===== src/logic/wkt_pkg.sv =====
// Constants of the wake-up countdown timer: register map, fields, reset values, timing.
// Assumes a 100 MHz reference clock and a 32-bit Avalon-MM register port.
// Function
// - Clearing pause resumes from held count.
// - Pause set freezes the countdown.
// - Power-domain select overrides the pause bit.
// - Global stop halts slow source clocks.
// - Run bit clear means no counting.
// - Counting starts at link clock rising edge.
// - Zero preset gives no expiry events.
// - Interval equals preset times source period.
// - Reload preset after every expiry.
// - Only run rising edge loads preset.
// - Count reads give preset or live value.
// - Event flag sticky, cleared by writing zero.
// - Interrupt enable gates the open-drain pin.
package wkt_pkg;
    // Byte offsets of the registers
    localparam logic [4:0] OFF_PRESET   = 5'h00;
    localparam logic [4:0] OFF_CTRL     = 5'h04;
    localparam logic [4:0] OFF_FLAG     = 5'h08;
    localparam logic [4:0] OFF_COUNT    = 5'h0C;
    localparam logic [4:0] OFF_IRQ_STAT = 5'h10;
    localparam logic [4:0] OFF_IRQ_CLR  = 5'h14;
    localparam logic [4:0] OFF_IRQ_EN   = 5'h18;
    // Control register fields
    localparam int CTRL_PAUSE   = 0;
    localparam int CTRL_RUN     = 1;
    localparam int CTRL_PDS     = 2;
    localparam int CTRL_BATT    = 3;
    localparam int CTRL_SEL_LO  = 4;
    localparam int CTRL_SEL_HI  = 5;
    localparam int CTRL_STOP    = 6;
    localparam int CTRL_TIE     = 7;
    // Flag and interrupt status fields
    localparam int FLAG_TIMER   = 0;
    localparam int IRQ_EXPIRE   = 0;
    localparam int IRQ_START    = 1;
    // Reset values
    localparam logic [7:0]  CTRL_RST   = 8'h00;
    localparam logic [23:0] PRESET_RST = 24'h000000;
    localparam logic [1:0]  IRQ_RST    = 2'h0;
    // Timing: reference clock and the fastest source clock period
    localparam int CLK_PERIOD_NS     = 10;
    localparam int SRC_4096_PERIOD_NS = 244_140;
    localparam int DIV_4096_CYC      = SRC_4096_PERIOD_NS / CLK_PERIOD_NS;
    // Source clock ratios
    localparam int TICKS_PER_64HZ    = 64;
    localparam int TICKS_PER_1HZ     = 4096;
    localparam int SEC_PER_MIN       = 60;
    // Source clock selection codes
    localparam logic [1:0] SEL_4096 = 2'h0;
    localparam logic [1:0] SEL_64   = 2'h1;
    localparam logic [1:0] SEL_1    = 2'h2;
    localparam logic [1:0] SEL_MIN  = 2'h3;
    // Countdown sequencer states
    typedef enum logic [2:0] {
        ST_IDLE  = 3'b001,
        ST_ARMED = 3'b010,
        ST_COUNT = 3'b100
    } wkt_state_e;
endpackage


===== src/logic/wkt_timer.sv =====
// Wake-up countdown timer with Avalon-MM register port and open-drain interrupt pin.
// Assumes SCL_I and ON_BATTERY_I are asynchronous pins; all logic runs on REF_CLK_I.
//
// The Avalon-MM slave port and the address map are this design's own decisions.
`timescale 1ns/10ps
`default_nettype none
module wkt_timer
    import wkt_pkg::*;
#(
    parameter int DIV_CYC = DIV_4096_CYC    // Reference cycles per 4096 Hz tick
) (
    // Clock and reset
    input  wire logic        REF_CLK_I,
    input  wire logic        RESETN_I,
    // Avalon-MM slave
    input  wire logic [4:0]  AVS_ADDRESS_I,
    input  wire logic        AVS_READ_I,
    input  wire logic        AVS_WRITE_I,
    input  wire logic [31:0] AVS_WRITEDATA_I,
    input  wire logic [3:0]  AVS_BYTEENABLE_I,
    output logic      [31:0] AVS_READDATA_O,
    output logic             AVS_WAITREQUEST_O,
    // Link and power pins
    input  wire logic        SCL_I,
    input  wire logic        ON_BATTERY_I,
    // Open-drain timer interrupt pin
    output logic             TMR_INT_N_O,
    output logic             TMR_INT_N_OE_N_O,
    // System interrupt
    output logic             IRQ_O
);

    // Register hit for a byte address, word aligned
    function automatic logic hit(input logic [4:0] addr, input logic [4:0] off);
        hit = (addr[4:2] == off[4:2]);
    endfunction

    // Byte-lane merge of a write into an old value
    function automatic logic [31:0] merge(input logic [31:0] old, input logic [31:0] wd,
                                          input logic [3:0] be);
        logic [31:0] res;
        res = old;
        for (int i = 0; i < 4; i++) begin
            if (be[i]) begin
                res[i*8 +: 8] = wd[i*8 +: 8];
            end
        end
        merge = res;
    endfunction

    localparam int DW = $clog2(DIV_CYC + 1);           // Prescaler width
    localparam logic [DW-1:0] DIV_LAST = DW'(DIV_CYC - 1);

    // Synchronisers for the pins
    logic [1:0]  scl_sync;                             // Link clock sync chain
    logic        scl_prev;                             // Previous synced link clock
    logic [1:0]  bat_sync;                             // Battery domain sync chain
    logic        scl_rise;                             // Link clock rising edge
    // Bus state
    logic        ack, next_ack;                        // Answer cycle marker
    logic [31:0] rdata, next_rdata;                    // Registered read data
    // Software state
    logic [7:0]  ctrl, next_ctrl;                      // Control bits
    logic [23:0] preset, next_preset;                  // Countdown preset
    logic        flag, next_flag;                      // Timer event flag
    logic        int_low, next_int_low;                // Pin pulled low
    logic [1:0]  irq_stat, next_irq_stat;              // Sticky interrupt status
    logic [1:0]  irq_en, next_irq_en;                  // Interrupt enables
    // Prescaler state
    logic [DW-1:0] div_cnt, next_div_cnt;              // Reference cycle divider
    logic [11:0] sub_cnt, next_sub_cnt;                // 4096 Hz tick counter
    logic [5:0]  min_cnt, next_min_cnt;                // Second counter
    logic        src_tick;                             // Selected source tick
    // Countdown state
    wkt_state_e  st, next_st;                          // Sequencer state
    logic [23:0] count, next_count;                    // Live count
    logic        expire;                               // Expiry in this cycle
    logic        start;                                // Count start in this cycle
    // Decoded bus access
    logic        take;                                 // Request in its answer cycle
    logic        wr_ctrl;                              // Control write taken
    logic        run_rise;                             // Run bit goes from 0 to 1
    assign take     = (AVS_READ_I | AVS_WRITE_I) & ack;
    assign wr_ctrl  = take & AVS_WRITE_I & hit(AVS_ADDRESS_I, OFF_CTRL);
    assign run_rise = wr_ctrl & next_ctrl[CTRL_RUN] & ~ctrl[CTRL_RUN];
    assign scl_rise = scl_sync[1] & ~scl_prev;
    // Pin synchronisers and link edge finder
    always_ff @(posedge REF_CLK_I) begin
        if (!RESETN_I) begin
            scl_sync <= 2'h3;                  // Idle level of the pulled-up pin
            scl_prev <= 1'b1;                  // No false edge after reset
            bat_sync <= 2'h0;
        end else begin
            scl_sync <= {scl_sync[0], SCL_I};
            scl_prev <= scl_sync[1];
            bat_sync <= {bat_sync[0], ON_BATTERY_I};
        end
    end

    // Bus answer: one wait state, read data ready with waitrequest low
    always_comb begin
        next_ack   = (AVS_READ_I | AVS_WRITE_I) & ~ack;
        next_rdata = 32'h00000000;
        if (hit(AVS_ADDRESS_I, OFF_PRESET)) begin
            next_rdata = {8'h00, preset};
        end else if (hit(AVS_ADDRESS_I, OFF_CTRL)) begin
            next_rdata = {24'h000000, ctrl};
        end else if (hit(AVS_ADDRESS_I, OFF_FLAG)) begin
            next_rdata = {31'h00000000, flag};
        end else if (hit(AVS_ADDRESS_I, OFF_COUNT)) begin
            next_rdata = {8'h00, ctrl[CTRL_RUN] ? count : preset};
        end else if (hit(AVS_ADDRESS_I, OFF_IRQ_STAT)) begin
            next_rdata = {30'h00000000, irq_stat};
        end else if (hit(AVS_ADDRESS_I, OFF_IRQ_EN)) begin
            next_rdata = {30'h00000000, irq_en};
        end
    end

    // Bus registers
    always_ff @(posedge REF_CLK_I) begin
        if (!RESETN_I) begin
            ack   <= 1'b0;
            rdata <= 32'h00000000;
        end else begin
            ack   <= next_ack;
            rdata <= next_rdata;
        end
    end

    // Software registers, flags and interrupt pin latch
    always_comb begin
        logic [31:0] m;
        m             = 32'h00000000;
        next_ctrl     = ctrl;
        next_preset   = preset;
        next_flag     = flag;
        next_irq_en   = irq_en;
        next_irq_stat = irq_stat;
        if (take && AVS_WRITE_I) begin
            if (hit(AVS_ADDRESS_I, OFF_PRESET)) begin
                m           = merge({8'h00, preset}, AVS_WRITEDATA_I, AVS_BYTEENABLE_I);
                next_preset = m[23:0];
            end else if (hit(AVS_ADDRESS_I, OFF_CTRL)) begin
                m         = merge({24'h000000, ctrl}, AVS_WRITEDATA_I, AVS_BYTEENABLE_I);
                next_ctrl = m[7:0];
            end else if (hit(AVS_ADDRESS_I, OFF_FLAG)) begin
                // Zero clears, one is ignored
                if (AVS_BYTEENABLE_I[0] && !AVS_WRITEDATA_I[FLAG_TIMER]) begin
                    next_flag = 1'b0;
                end
            end else if (hit(AVS_ADDRESS_I, OFF_IRQ_CLR)) begin
                if (AVS_BYTEENABLE_I[0]) begin
                    next_irq_stat = irq_stat & ~AVS_WRITEDATA_I[1:0];
                end
            end else if (hit(AVS_ADDRESS_I, OFF_IRQ_EN)) begin
                if (AVS_BYTEENABLE_I[0]) begin
                    next_irq_en = AVS_WRITEDATA_I[1:0];
                end
            end
        end
        // Hardware set wins over a clear in the same cycle
        if (expire) begin
            next_flag = 1'b1;
        end
        next_irq_stat[IRQ_EXPIRE] = next_irq_stat[IRQ_EXPIRE] | expire;
        next_irq_stat[IRQ_START]  = next_irq_stat[IRQ_START] | start;
        // Pin stays low until the enable is cleared
        next_int_low = ctrl[CTRL_TIE] & (int_low | expire);
    end
    // Software register storage
    always_ff @(posedge REF_CLK_I) begin
        if (!RESETN_I) begin
            ctrl     <= CTRL_RST;
            preset   <= PRESET_RST;
            flag     <= 1'b0;
            int_low  <= 1'b0;
            irq_stat <= IRQ_RST;
            irq_en   <= IRQ_RST;
        end else begin
            ctrl     <= next_ctrl;
            preset   <= next_preset;
            flag     <= next_flag;
            int_low  <= next_int_low;
            irq_stat <= next_irq_stat;
            irq_en   <= next_irq_en;
        end
    end

    // Source clock prescaler; global stop holds the slow stages
    always_comb begin
        logic tick;
        logic run_slow;
        tick         = (div_cnt == DIV_LAST);
        run_slow     = tick & ~ctrl[CTRL_STOP];
        next_div_cnt = tick ? '0 : div_cnt + DW'(1);
        next_sub_cnt = run_slow ? sub_cnt + 12'h001 : sub_cnt;
        next_min_cnt = min_cnt;
        if (run_slow && sub_cnt == 12'(TICKS_PER_1HZ - 1)) begin
            next_min_cnt = (min_cnt == 6'(SEC_PER_MIN - 1)) ? 6'h00 : min_cnt + 6'h01;
        end
        // One source period per count
        case ({ctrl[CTRL_SEL_HI], ctrl[CTRL_SEL_LO]})
            SEL_4096: src_tick = tick;
            SEL_64:   src_tick = run_slow && sub_cnt[5:0] == 6'(TICKS_PER_64HZ - 1);
            SEL_1:    src_tick = run_slow && sub_cnt == 12'(TICKS_PER_1HZ - 1);
            default:  src_tick = run_slow && sub_cnt == 12'(TICKS_PER_1HZ - 1)
                                 && min_cnt == 6'(SEC_PER_MIN - 1);
        endcase
    end
    // Prescaler storage
    always_ff @(posedge REF_CLK_I) begin
        if (!RESETN_I) begin
            div_cnt <= '0;
            sub_cnt <= 12'h000;
            min_cnt <= 6'h00;
        end else begin
            div_cnt <= next_div_cnt;
            sub_cnt <= next_sub_cnt;
            min_cnt <= next_min_cnt;
        end
    end

    // Countdown sequencer
    always_comb begin
        logic count_en;
        // Power-domain select overrides pause
        count_en   = ctrl[CTRL_PDS] ? (bat_sync[1] == ctrl[CTRL_BATT])
                                    : ~ctrl[CTRL_PAUSE];
        next_st    = st;
        next_count = count;
        expire     = 1'b0;
        start      = 1'b0;
        case (st)
            ST_IDLE: begin
                // Only a run rising edge loads the preset
                if (run_rise) begin
                    next_st    = ST_ARMED;
                    next_count = preset;
                end
            end
            ST_ARMED: begin
                if (!next_ctrl[CTRL_RUN]) begin
                    next_st = ST_IDLE;
                end else if (scl_rise) begin
                    next_st = ST_COUNT;
                    start   = 1'b1;
                end
            end
            ST_COUNT: begin
                if (!next_ctrl[CTRL_RUN]) begin
                    next_st = ST_IDLE;
                end else if (src_tick && count_en && preset != 24'h000000) begin
                    if (count <= 24'h000001) begin
                        expire     = 1'b1;
                        next_count = preset;
                    end else begin
                        next_count = count - 24'h000001;
                    end
                end
            end
            default: begin
                next_st = ST_IDLE;
            end
        endcase
    end
    // Countdown storage
    always_ff @(posedge REF_CLK_I) begin
        if (!RESETN_I) begin
            st    <= ST_IDLE;
            count <= PRESET_RST;
        end else begin
            st    <= next_st;
            count <= next_count;
        end
    end
    // Outputs
    assign AVS_READDATA_O    = rdata;
    assign AVS_WAITREQUEST_O = (AVS_READ_I | AVS_WRITE_I) & ~ack;
    assign TMR_INT_N_O       = 1'b0;
    assign TMR_INT_N_OE_N_O  = ~int_low;
    assign IRQ_O             = |(irq_stat & irq_en);
    // Checks
    property p_pause_freeze;
        @(posedge REF_CLK_I) disable iff (!RESETN_I)
        (st == ST_COUNT && ctrl[CTRL_PAUSE] && !ctrl[CTRL_PDS] && !wr_ctrl) |=> $stable(count);
    endproperty
    a_pause_freeze: assert property (p_pause_freeze) else $error("moved in pause");
    // Only a pause that really froze the count must resume from the held value
    property p_resume_held;
        @(posedge REF_CLK_I) disable iff (!RESETN_I)
        (st == ST_COUNT && $fell(ctrl[CTRL_PAUSE]) && $past(st) == ST_COUNT
         && !$past(ctrl[CTRL_PDS])) |-> count == $past(count);
    endproperty
    a_resume_held: assert property (p_resume_held) else $error("resume reloaded");
    property p_pds_counts;
        @(posedge REF_CLK_I) disable iff (!RESETN_I)
        (st == ST_COUNT && ctrl[CTRL_PDS] && ctrl[CTRL_PAUSE] && bat_sync[1] == ctrl[CTRL_BATT]
         && src_tick && count > 24'h000001 && !wr_ctrl) |=> count == $past(count) - 24'h000001;
    endproperty
    a_pds_counts: assert property (p_pds_counts) else $error("pause not overridden");
    property p_stop_slow;
        @(posedge REF_CLK_I) disable iff (!RESETN_I)
        (ctrl[CTRL_STOP] && {ctrl[CTRL_SEL_HI], ctrl[CTRL_SEL_LO]} != SEL_4096) |-> !src_tick;
    endproperty
    a_stop_slow: assert property (p_stop_slow) else $error("slow tick under stop");
    property p_no_run;
        @(posedge REF_CLK_I) disable iff (!RESETN_I)
        !ctrl[CTRL_RUN] |-> (st == ST_IDLE && !expire);
    endproperty
    a_no_run: assert property (p_no_run) else $error("counting without run");
    property p_start_edge;
        @(posedge REF_CLK_I) disable iff (!RESETN_I)
        (st == ST_ARMED && next_ctrl[CTRL_RUN]) |-> (scl_rise ##1 st == ST_COUNT) or
            (!scl_rise ##1 st == ST_ARMED);
    endproperty
    a_start_edge: assert property (p_start_edge) else $error("start not on link edge");
    property p_zero_preset;
        @(posedge REF_CLK_I) disable iff (!RESETN_I)
        preset == 24'h000000 |-> !expire;
    endproperty
    a_zero_preset: assert property (p_zero_preset) else $error("event with zero preset");
    property p_reload;
        @(posedge REF_CLK_I) disable iff (!RESETN_I)
        (expire && !wr_ctrl) |=> (count == $past(preset) && flag);
    endproperty
    a_reload: assert property (p_reload) else $error("no reload or flag on expiry");
    property p_pin;
        @(posedge REF_CLK_I) disable iff (!RESETN_I)
        (expire && ctrl[CTRL_TIE]) |=> !TMR_INT_N_OE_N_O;
    endproperty
    a_pin: assert property (p_pin) else $error("interrupt pin not pulled low");
    // Clearing the enable releases the pin on the next cycle
    property p_pin_free;
        @(posedge REF_CLK_I) disable iff (!RESETN_I)
        !ctrl[CTRL_TIE] |=> TMR_INT_N_OE_N_O;
    endproperty
    a_pin_free: assert property (p_pin_free) else $error("interrupt pin not released");
endmodule
`default_nettype wire


===== config.mk =====
export PLATFORM = sky130hd
export DESIGN_NAME = wkt_timer
export DESIGN_NICKNAME = d
export VERILOG_FILES = /design/src/logic/wkt_pkg.sv /design/src/logic/wkt_timer.sv
export SDC_FILE = /design/constraint.sdc
export NUM_CORES = 1
export LEC_CHECK = 0
export ABC_CLOCK_PERIOD_IN_PS = 5600
export BUFFER_PORTS_ARGS = -buffer_cell sky130_fd_sc_hd__buf_2
export CAP_MARGIN = 20
export CORE_MARGIN = 2
export CORE_UTILIZATION = 62
export DETAILED_ROUTE_END_ITERATION = 7
export PLACE_DENSITY_LB_ADDON = 0.25
export SLEW_MARGIN = 40
export SYNTH_ARGS = -nofsm -noshare
export SYNTH_HDL_FRONTEND = slang
export SYNTH_SLANG_ARGS = --single-unit

===== constraint.sdc =====
create_clock -name REF_CLK_I -period 5.6 [get_ports REF_CLK_I]
set_input_delay 0.28 -clock REF_CLK_I [delete_from_list [all_inputs] [get_ports REF_CLK_I]]
set_output_delay 0.28 -clock REF_CLK_I [all_outputs]
set_load 0.005 [all_outputs]

# After elaboration in Yosys (flattened, before gate mapping)
# Index checks and enable logic that the tools add are counted.
# op_classes
add_sub_neg,4
muxes,43
order_cmp,1
n_eq_ne,23
n_reduce_logical,26
n_bitwise,27
# op_table
operator,n
two-way mux 24 bit,9
one-hot mux 24 bit (2 select lines),1
less-or-equal comparator 24 x 1 -> 1 bit (second input constant),1
two-way mux 2 bit,12
nonzero test 24 bit,1
subtractor 24 x 1 -> 24 bit (second input constant),1
adder 15 x 1 -> 15 bit (second input constant),1
== test 15 bit (second input constant),1
two-way mux 1 bit,14
adder 12 x 1 -> 12 bit (second input constant),1
== test 12 bit (second input constant),1
== test 3 bit (second input constant),4
== test 6 bit (second input constant),2
two-way mux 3 bit,4
inequality test 2 bit (second input constant),6
AND reduction 3 bit,4
inverter 1 bit,11
bitwise AND 1 bit,9
== test 3 x 2 -> 1 bit (second input constant),3
one-hot mux 3 bit (3 select lines),1
AND reduction 4 bit,2
nonzero test 2 bit,4
logical AND 1 bit,7
AND reduction 7 bit,1
17 further kinds,23
# word_totals
inputBits,47
out_inout_bits,36
register_bits,136

# Depth between registers and ports, before layout
# Gate-level depths: netlist of the first run.
# logic_depth
depth_word,12
ltp_mapped,9
ltp_nobuf,8

# Worst setup path before layout of the first run
# OpenSTA, ideal clock, no wires.
# synth_path
path_kind,register -> register
startpoint,reg count[8]
endpoint,reg count[23]
path_stages_with_launch,9
setup_time_ps,86
n_path_buf,2
period_less_slack_ps,2789
arrival_time_ps,2702
slack_ps,2811
path_cell_list,dfxtp_1 buf_6 or4_4 or4_4 buf_6 o31a_1 and4_1 or4_1 a221oi_2
# synth_between
elab_chain_len,5
# synth_lines
element,line_no,text
"start, declared",wkt_timer.sv:76,"logic [23:0] count, next_count;"
"start signal, assigned",wkt_timer.sv:273,count <= next_count;
subtractor 24 x 1 -> 24 bit / less-or-equal comparator 24 x 1 -> 1 bit (equally long branches),"wkt_timer.sv:257, wkt_timer.sv:253",
two-way mux 24 bit *,wkt_timer.sv:253,if (count <= 24'h000001) begin
two-way mux 24 bit *,wkt_timer.sv:252,end else if (src_tick && count_en && preset != 24'h000000) begin
two-way mux 24 bit *,wkt_timer.sv:250,if (!next_ctrl[CTRL_RUN]) begin
one-hot mux 24 bit (2 select lines) *,wkt_timer.sv:233,case (st)
# Mark *: on every way between the ends. The rest lies on a longest branch, timed or not. The select of a mux whose other input is x is not followed.
# A chain may end at the register's enable or synchronous reset.

# Final worst setup path of the first run
# layout_path
startpoint,reg count[8]
endpoint,reg count[19]
# Same word-level chain as after synthesis.

==> qor.csv, run 1 <==
stage;metric;value;unit
floorplanning;core box area;9639;µm²
timing;Worst Max-Slew Pin Slew;0.7758;ns
timing;Pins Over Slew Limit;0;
final_layout;NumNets Final;843;
min_path;worst hold path class;in2reg;
placed_design;pre-CTS WS;2.320;ns
route;first-iteration detailed-routing DRC count;557;
global_routing;first-pass GRT wire length;25.55;mm
cts;Sink Count;128;
global_routing;antenna violations before repair;0;
cts;CTS tree;done;
yosys;Async SR Flop Fraction;0;%
floorplanning;chip height;103.0;µm
route;vias post-DR;5787;
placed_design;hpwl dp;10.32;mm
yosys;register area share after synthesis;42.21;%
setup_path;CP required;5.99;ns
yosys;Mapped Avg Cell Area;8.374;µm²
setup_path;CP arrival;3.75;ns
cts;clk buf depth;2;
setup_path;critical path class;reg2reg;
timing;fin crit period;3.353;ns
yosys;Post-Syn Area;6071;µm²
yosys;Post-synth top flop;dfxtp_1;
floorplanning;die footprint;10600;µm²
yosys;post-synthesis cell count;725;
timing;period utilization;59.87;%
cts;CTS Buf Count;17;
cts;Gates resized, CTS repair;0;
cts;clk slew on worst S/H paths;0.06;ns
route;Via density;6.189;
yosys;EDFF count, synth;0;
timing;Worst Skew;0.01020;ns
setup_path;Worst Setup End Kind;flip-flop;
timing;setup_tns;0;ns
global_routing;GRT Total Usage;31.08;%
final_layout;Area Overhead vs Synth;18.59;%
power;Leakage;2.842;nW
route;TritonRoute pass-1 iters;6;
floorplanning;initial core utilization;62.98;%
yosys;count of state elements after synthesis;128;
global_routing;vias in the first global route;5307;
final_layout;ANT cells;0;
timing;maximum operating frequency;298.3;MHz
setup_path;crit path max fanout;33;
final_layout;fillcell total;740;
route;Post-DRT Antenna Nets;0;
yosys;Synth Warn #;0;
cts;clk_lat worst skew;0.54;ns
timing;RSZ-0062 raised after global routing;false;
floorplanning;num ports;83;
placed_design;routability cong.;0.9116;
floorplanning;chip width;103.0;µm
power;pwr/cell area;282.3;nW/µm²
setup_path;Worst Setup Start Kind;flip-flop;
cts;H-tree levels;4;
timing;setup ws final;2.247;ns
cts;Clock Root Buffer;clkbuf_8;
yosys;synth unique cells;62;
placed_design;Buffers on Ports;62;
global_routing;GRT Residual Overflow;0;
status;status;finished, final reports clean;
route;DR WL/cell;17.12;µm
timing;final hold vios;0;
timing;slew margin rel.;48.22;%
final_layout;share of post-route cells with drive strength above 1;14.21;%
final_layout;Reg area;2562;µm²
power;total power;2.032;mW
power;Worst IR Drop VDD;257.4;µV
flow_run;Max-Cap Viols;0;
route;Post-route DRC;0;
final_layout;footprint of the multi-input gates;3301;µm²
route;WL final;16.01;mm
floorplanning;row count;36;
global_routing;largest net degree at the start of global routing;62;
timing;# setup viols final;0;
## repair_timing
item                      in CTS  in global routing
buffers inserted               0                  0
hold endpoints to repair      24                  0
hold buffers                  23                  0
## cells in the mapped netlist, types with 4 or more instances
cell | number | area share [%]
dfxtp_1 | 128 | 42
nor2_1 | 109 | 6.7
o21ai_0 | 56 | 4.6
a21oi_1 | 47 | 3.9
nand2_1 | 42 | 2.6
clkbuf_1 | 38 | 2.3
mux2i_1 | 31 | 5.1
nor3_1 | 22 | 1.8
nand3_1 | 20 | 1.6
a22oi_1 | 17 | 2.1
o211ai_1 | 17 | 2.1
and3_1 | 16 | 1.6
xor2_1 | 15 | 2.2
o31ai_1 | 13 | 1.6
nor4_1 | 12 | 1.2
inv_1 | 11 | 0.68
buf_4 | 9 | 1.1
xnor2_1 | 8 | 1.2
and2_1 | 7 | 0.72
and4_1 | 6 | 0.87
ha_1 | 6 | 1.2
nand4_1 | 6 | 0.62
nor2b_1 | 6 | 0.62
or3_1 | 6 | 0.62
or4_1 | 6 | 0.74
nor3b_1 | 5 | 0.62
nand2b_1 | 4 | 0.41
nand3b_1 | 4 | 0.49
## worst max-delay path: stages, from the launching register on
cell	delay, ns
dfxtp_1	0.38
or4_4	0.60
or4_4	0.60
o31ai_4	0.72
buf_4	0.43
a21oi_1	0.08
o311ai_0	0.29
o31ai_1	0.12
## logic make-up after synthesis
group           after synthesis  synth area share, %
mux                          33                5.482
fa+ha+maj                     6                1.237
buf+inv                      63                4.719
xor+xnor                     23                3.318
other cells                   1              0.06177
compound gates              192                20.36
simple gates                279                22.61
flops                       128                42.21
## worst paths after layout
check,start,end,slack (ns),cells after the start
worst max-delay path,count[8]$_SDFFE_PN0P_,count[19]$_SDFFE_PN0P_,2.25,7
worst max register to register,count[8]$_SDFFE_PN0P_,count[19]$_SDFFE_PN0P_,2.25,7
worst min register to register,scl_sync[0]$_SDFF_PN1_,scl_sync[1]$_SDFF_PN1_,0.43,1
worst min-delay path,AVS_WRITEDATA_I[6],preset[6]$_SDFFE_PN0P_,0.04,3
## layer usage
| metal | share of wire [%] | track usage (%) | wire, µm | vias to the layer above |
|---|---|---|---|---|
| li1 | - | - | - | 2745 |
| met1 | 42 | 40.25 | 6684 | 2702 |
| met2 | 47 | 49.60 | 7570 | 303 |
| met3 | 8.9 | 7.864 | 1424 | 37 |
| met4 | 2.1 | 12.75 | 331 | 0 |
| met5 | 0 | 0 | 0 | - |
## report_power, final
group / internal, mW / switching, mW / total [mW]
Clock: 0.637 / 0.387 / 1.02
Sequential: 0.917 / 0.00640 / 0.923
Combinational: 0.0336 / 0.0513 / 0.0849
## flip-flops by register name (all words and copies together), names as in the netlist
name / flops
AVS_READDATA_O: 24
ack: 1
bat_sync: 2
count: 24
ctrl: 8
div_cnt: 15
flag: 1
int_low: 1
irq_en: 2
irq_stat: 2
min_cnt: 6
preset: 24
scl_prev: 1
scl_sync: 2
st: 3
sub_cnt: 12
## cells in the final DEF (no fill, tap or decap), types with 9 or more instances in the layout
cell and count:
conb_1 9, o31ai_1 13, mux2i_1 31, dlygate4sd3_1 23, inv_1 11, nor4_1 11
dfxtp_1 128, nand3_1 20, nand2_1 42, a21oi_1 47, clkbuf_16 16, and3_1 16
nor2_1 107, o21ai_0 55, o211ai_1 17, xor2_1 15, a22oi_1 17, nor3_1 21
buf_2 61
## cell type report
class                   instances  share of cell area, %
multi-input cells             542                  45.85
flip-flops and latches        128                  35.59
repair buffers                 89                  7.960
clock buffers                  20                  6.048
well taps                     133                  2.311
clock inverters                11                  1.616
inverters                      12                 0.6257
## stage by stage
step           util [%]  area [µm²]  cells  hold slack [ns]
3_5_place_dp      66.47        6407    881           0.4018
4_1_cts           74.58        7189    935          0.01415
3_3_place_gp      66.15        6376    881           0.4008
2_1_floorplan         -        6101    733           0.3815
6_report          74.69        7199    935          0.03867
5_1_grt           74.69        7199    935          0.01962
(Power assumes the default switching activity.)
==> run 2: changes to the inputs <==
--- a/config.mk
+++ b/config.mk
@@ -5,11 +5,11 @@
 export SDC_FILE = /design/constraint.sdc
 export NUM_CORES = 1
 export LEC_CHECK = 0
-export ABC_CLOCK_PERIOD_IN_PS = 5600
+export ABC_CLOCK_PERIOD_IN_PS = 2900
 export BUFFER_PORTS_ARGS = -buffer_cell sky130_fd_sc_hd__buf_2
 export CAP_MARGIN = 20
 export CORE_MARGIN = 2
-export CORE_UTILIZATION = 62
+export CORE_UTILIZATION = 52
 export DETAILED_ROUTE_END_ITERATION = 7
 export PLACE_DENSITY_LB_ADDON = 0.25
 export SLEW_MARGIN = 40
==> constraint.sdc (replaced) <==
create_clock -name REF_CLK_I -period 2.9 [get_ports REF_CLK_I]
set_input_delay 0.145 -clock REF_CLK_I [delete_from_list [all_inputs] [get_ports REF_CLK_I]]
set_output_delay 0.145 -clock REF_CLK_I [all_outputs]
set_load 0.005 [all_outputs]
==> run 2 against run 1 <==
  * Hold slack lost 0.017 ns
  * Cell area grew 2.9%
  * Count of clock-buffer cells in the layout grew 3
  * Register-to-register slack lost 2.1 ns
  * Clock skew shrank 0.0042 ns
  * Critical path type unchanged
  * Highest routed layer unchanged
==> qor.csv, run 2 (synthesized netlist as in run 1, its figures left out) <==
stage;metric;value;unit
timing;Worst Skew;0.006010;ns
global_routing;GRT Total Usage;26.24;%
timing;slew margin rel.;43.59;%
floorplanning;core box area;11420;µm²
setup_path;Slowest cell on crit path;or4_4;
timing;Pins Over Slew Limit;0;
cts;clk slew on worst S/H paths;0.05;ns
final_layout;NumNets Final;867;
power;pwr/cell area;546.3;nW/µm²
min_path;Hold EP;ctrl[0]$_SDFFE_PN0P_;
status;status;finished, final reports clean;
global_routing;GRT met2 Usage;43.03;%
cts;clk_lat worst skew;0.42;ns
timing;# setup viols final;0;
floorplanning;die footprint;12560;µm²
final_layout;Reg area;2562;µm²
cts;post-CTS setup buffer count;0;
timing;final hold vios;0;
global_routing;antenna violations before repair;0;
global_routing;vias in the first global route;5633;
route;vias post-DR;5803;
cts;CTS Buf Count;17;
route;Via density;5.995;
floorplanning;num ports;83;
route;WL final;16.10;mm
power;total power;4.049;mW
floorplanning;chip width;112.1;µm
final_layout;Area Overhead vs Synth;22.07;%
min_path;worst hold path class;in2reg;
timing;RSZ-0062 raised after global routing;false;
final_layout;footprint of the multi-input gates;3264;µm²
setup_path;R2R Path Start;count[10]$_SDFFE_PN0P_;
floorplanning;chip height;112.1;µm
route;Post-DRT Antenna Nets;0;
setup_path;critical path cell sequence;or4_4 > or4_4 > o31a_1 > and4_1 > or4_1 > a221oi_2;
timing;hold slack;0.02132;ns
final_layout;most frequent cells in the layout;128 x dfxtp_1, 109 x nor2_1, 62 x buf_2, 55 x o21ai_0, 47 x a21oi_1;
global_routing;GRT Residual Overflow;0;
placed_design;hpwl dp;10.49;mm
setup_path;Worst Setup Start Kind;flip-flop;
setup_path;crit path from;count[10]$_SDFFE_PN0P_;
timing;Worst Max-Slew Pin Slew;0.8436;ns
min_path;HP Start;AVS_WRITEDATA_I[0];
final_layout;share of post-route cells with drive strength above 1;15.27;%
cts;Clock Root Buffer;clkbuf_16;
timing;period utilization;95.97;%
route;first-iteration detailed-routing DRC count;576;
cts;H-tree levels;4;
timing;setup ws final;0.1170;ns
setup_path;Reg2Reg Depth;6;
final_layout;fillcell total;962;
setup_path;critical path class;reg2reg;
route;DR WL/cell;16.63;µm
final_layout;leading cell type in the layout, fill and taps excluded;dfxtp_1;
timing;setup_tns;0;ns
setup_path;FF-to-FF End;count[23]$_SDFFE_PN0P_;
route;TritonRoute pass-1 iters;5;
cts;CTS tree;done;
global_routing;GR peak layer;met2;
setup_path;Worst R2R Setup Slack;0.12;ns
cts;Sink Count;128;
setup_path;CP arrival;3.11;ns
placed_design;Buffers on Ports;62;
cts;clk buf depth;2;
global_routing;first-pass GRT wire length;26.66;mm
final_layout;final std cells w/o fill;968;
global_routing;met1 usage;32.93;%
global_routing;met3 usage;5.562;%
timing;fin crit period;2.783;ns
power;Leakage;2.987;nW
setup_path;Worst Setup End Kind;flip-flop;
floorplanning;initial core utilization;53.17;%
timing;maximum operating frequency;359.3;MHz
setup_path;Largest stage delay, worst path;0.58;ns
setup_path;cell mode on critical path;or4_4;
min_path;hold path cells;3;
flow_run;Max-Cap Viols;0;
final_layout;ANT cells;0;
global_routing;largest net degree at the start of global routing;54;
setup_path;CP required;3.23;ns
power;Worst IR Drop VDD;425.5;µV
route;Post-route DRC;0;
floorplanning;row count;39;
placed_design;routability cong.;0.8651;
setup_path;crit path max fanout;10;
placed_design;pre-CTS WS;0.1459;ns
placed_design;Placed Cells;913;
[run 2: metrics by stage]
| step | utilization, % | instance area [µm²] |
|---|---|---|
| CTS | 64.84 | 7403 |
| finish | 64.90 | 7411 |
| global route | 64.90 | 7411 |
| floorplan | - | 6101 |
| detailed placement | 57.58 | 6575 |
| global placement | 57.58 | 6575 |
[run 2: area by class of cell]
type | count | share of cell area (%)
Clock inverter | 7 | 1.486
Sequential cell | 128 | 34.58
Tap cell | 143 | 2.414
Clock buffer | 23 | 6.314
Timing Repair Buffer | 113 | 10.54
Multi-Input combinational cell | 542 | 44.05
Inverter | 12 | 0.6247
[run 2: how the worst max path moves through the flow]
stage	end	slack (ns)	depth (start not counted)
after floorplan	count[23]$_SDFFE_PN0P_	0.11	8
after global placement	count[23]$_SDFFE_PN0P_	0.20	6
after detailed placement	count[23]$_SDFFE_PN0P_	0.15	6
after CTS	count[23]$_SDFFE_PN0P_	0.11	6
after global routing	count[23]$_SDFFE_PN0P_	0.01	6
final	count[23]$_SDFFE_PN0P_	0.12	6
[run 2: critical path: cells and delay by family, from the launching register on]
family	cells	cell delay (ns)
simple gates	4	1.73
compound gates	2	0.61
flops	1	0.34
[run 2: where the power goes]
group / total [mW] / internal (mW) / switching, mW
clock network: 2.09 / 1.38 / 0.716
registers: 1.78 / 1.77 / 0.00959
logic: 0.173 / 0.0726 / 0.100
[run 2: repair_timing]
item | 4_1_cts | 5_1_grt
endpoints found under the setup margin | 0 | 2
endpoints found under the hold margin | 31 | 0
hold buffers | 25 | 0
resized for setup | 0 | 1
[run 2: metal layers]
layer / vias to the layer above / part of all wire [%]
met4: 0 / 3.0
met3: 34 / 6.7
met5: - / 0
met1: 2735 / 43
li1: 2794 / -
met2: 240 / 48
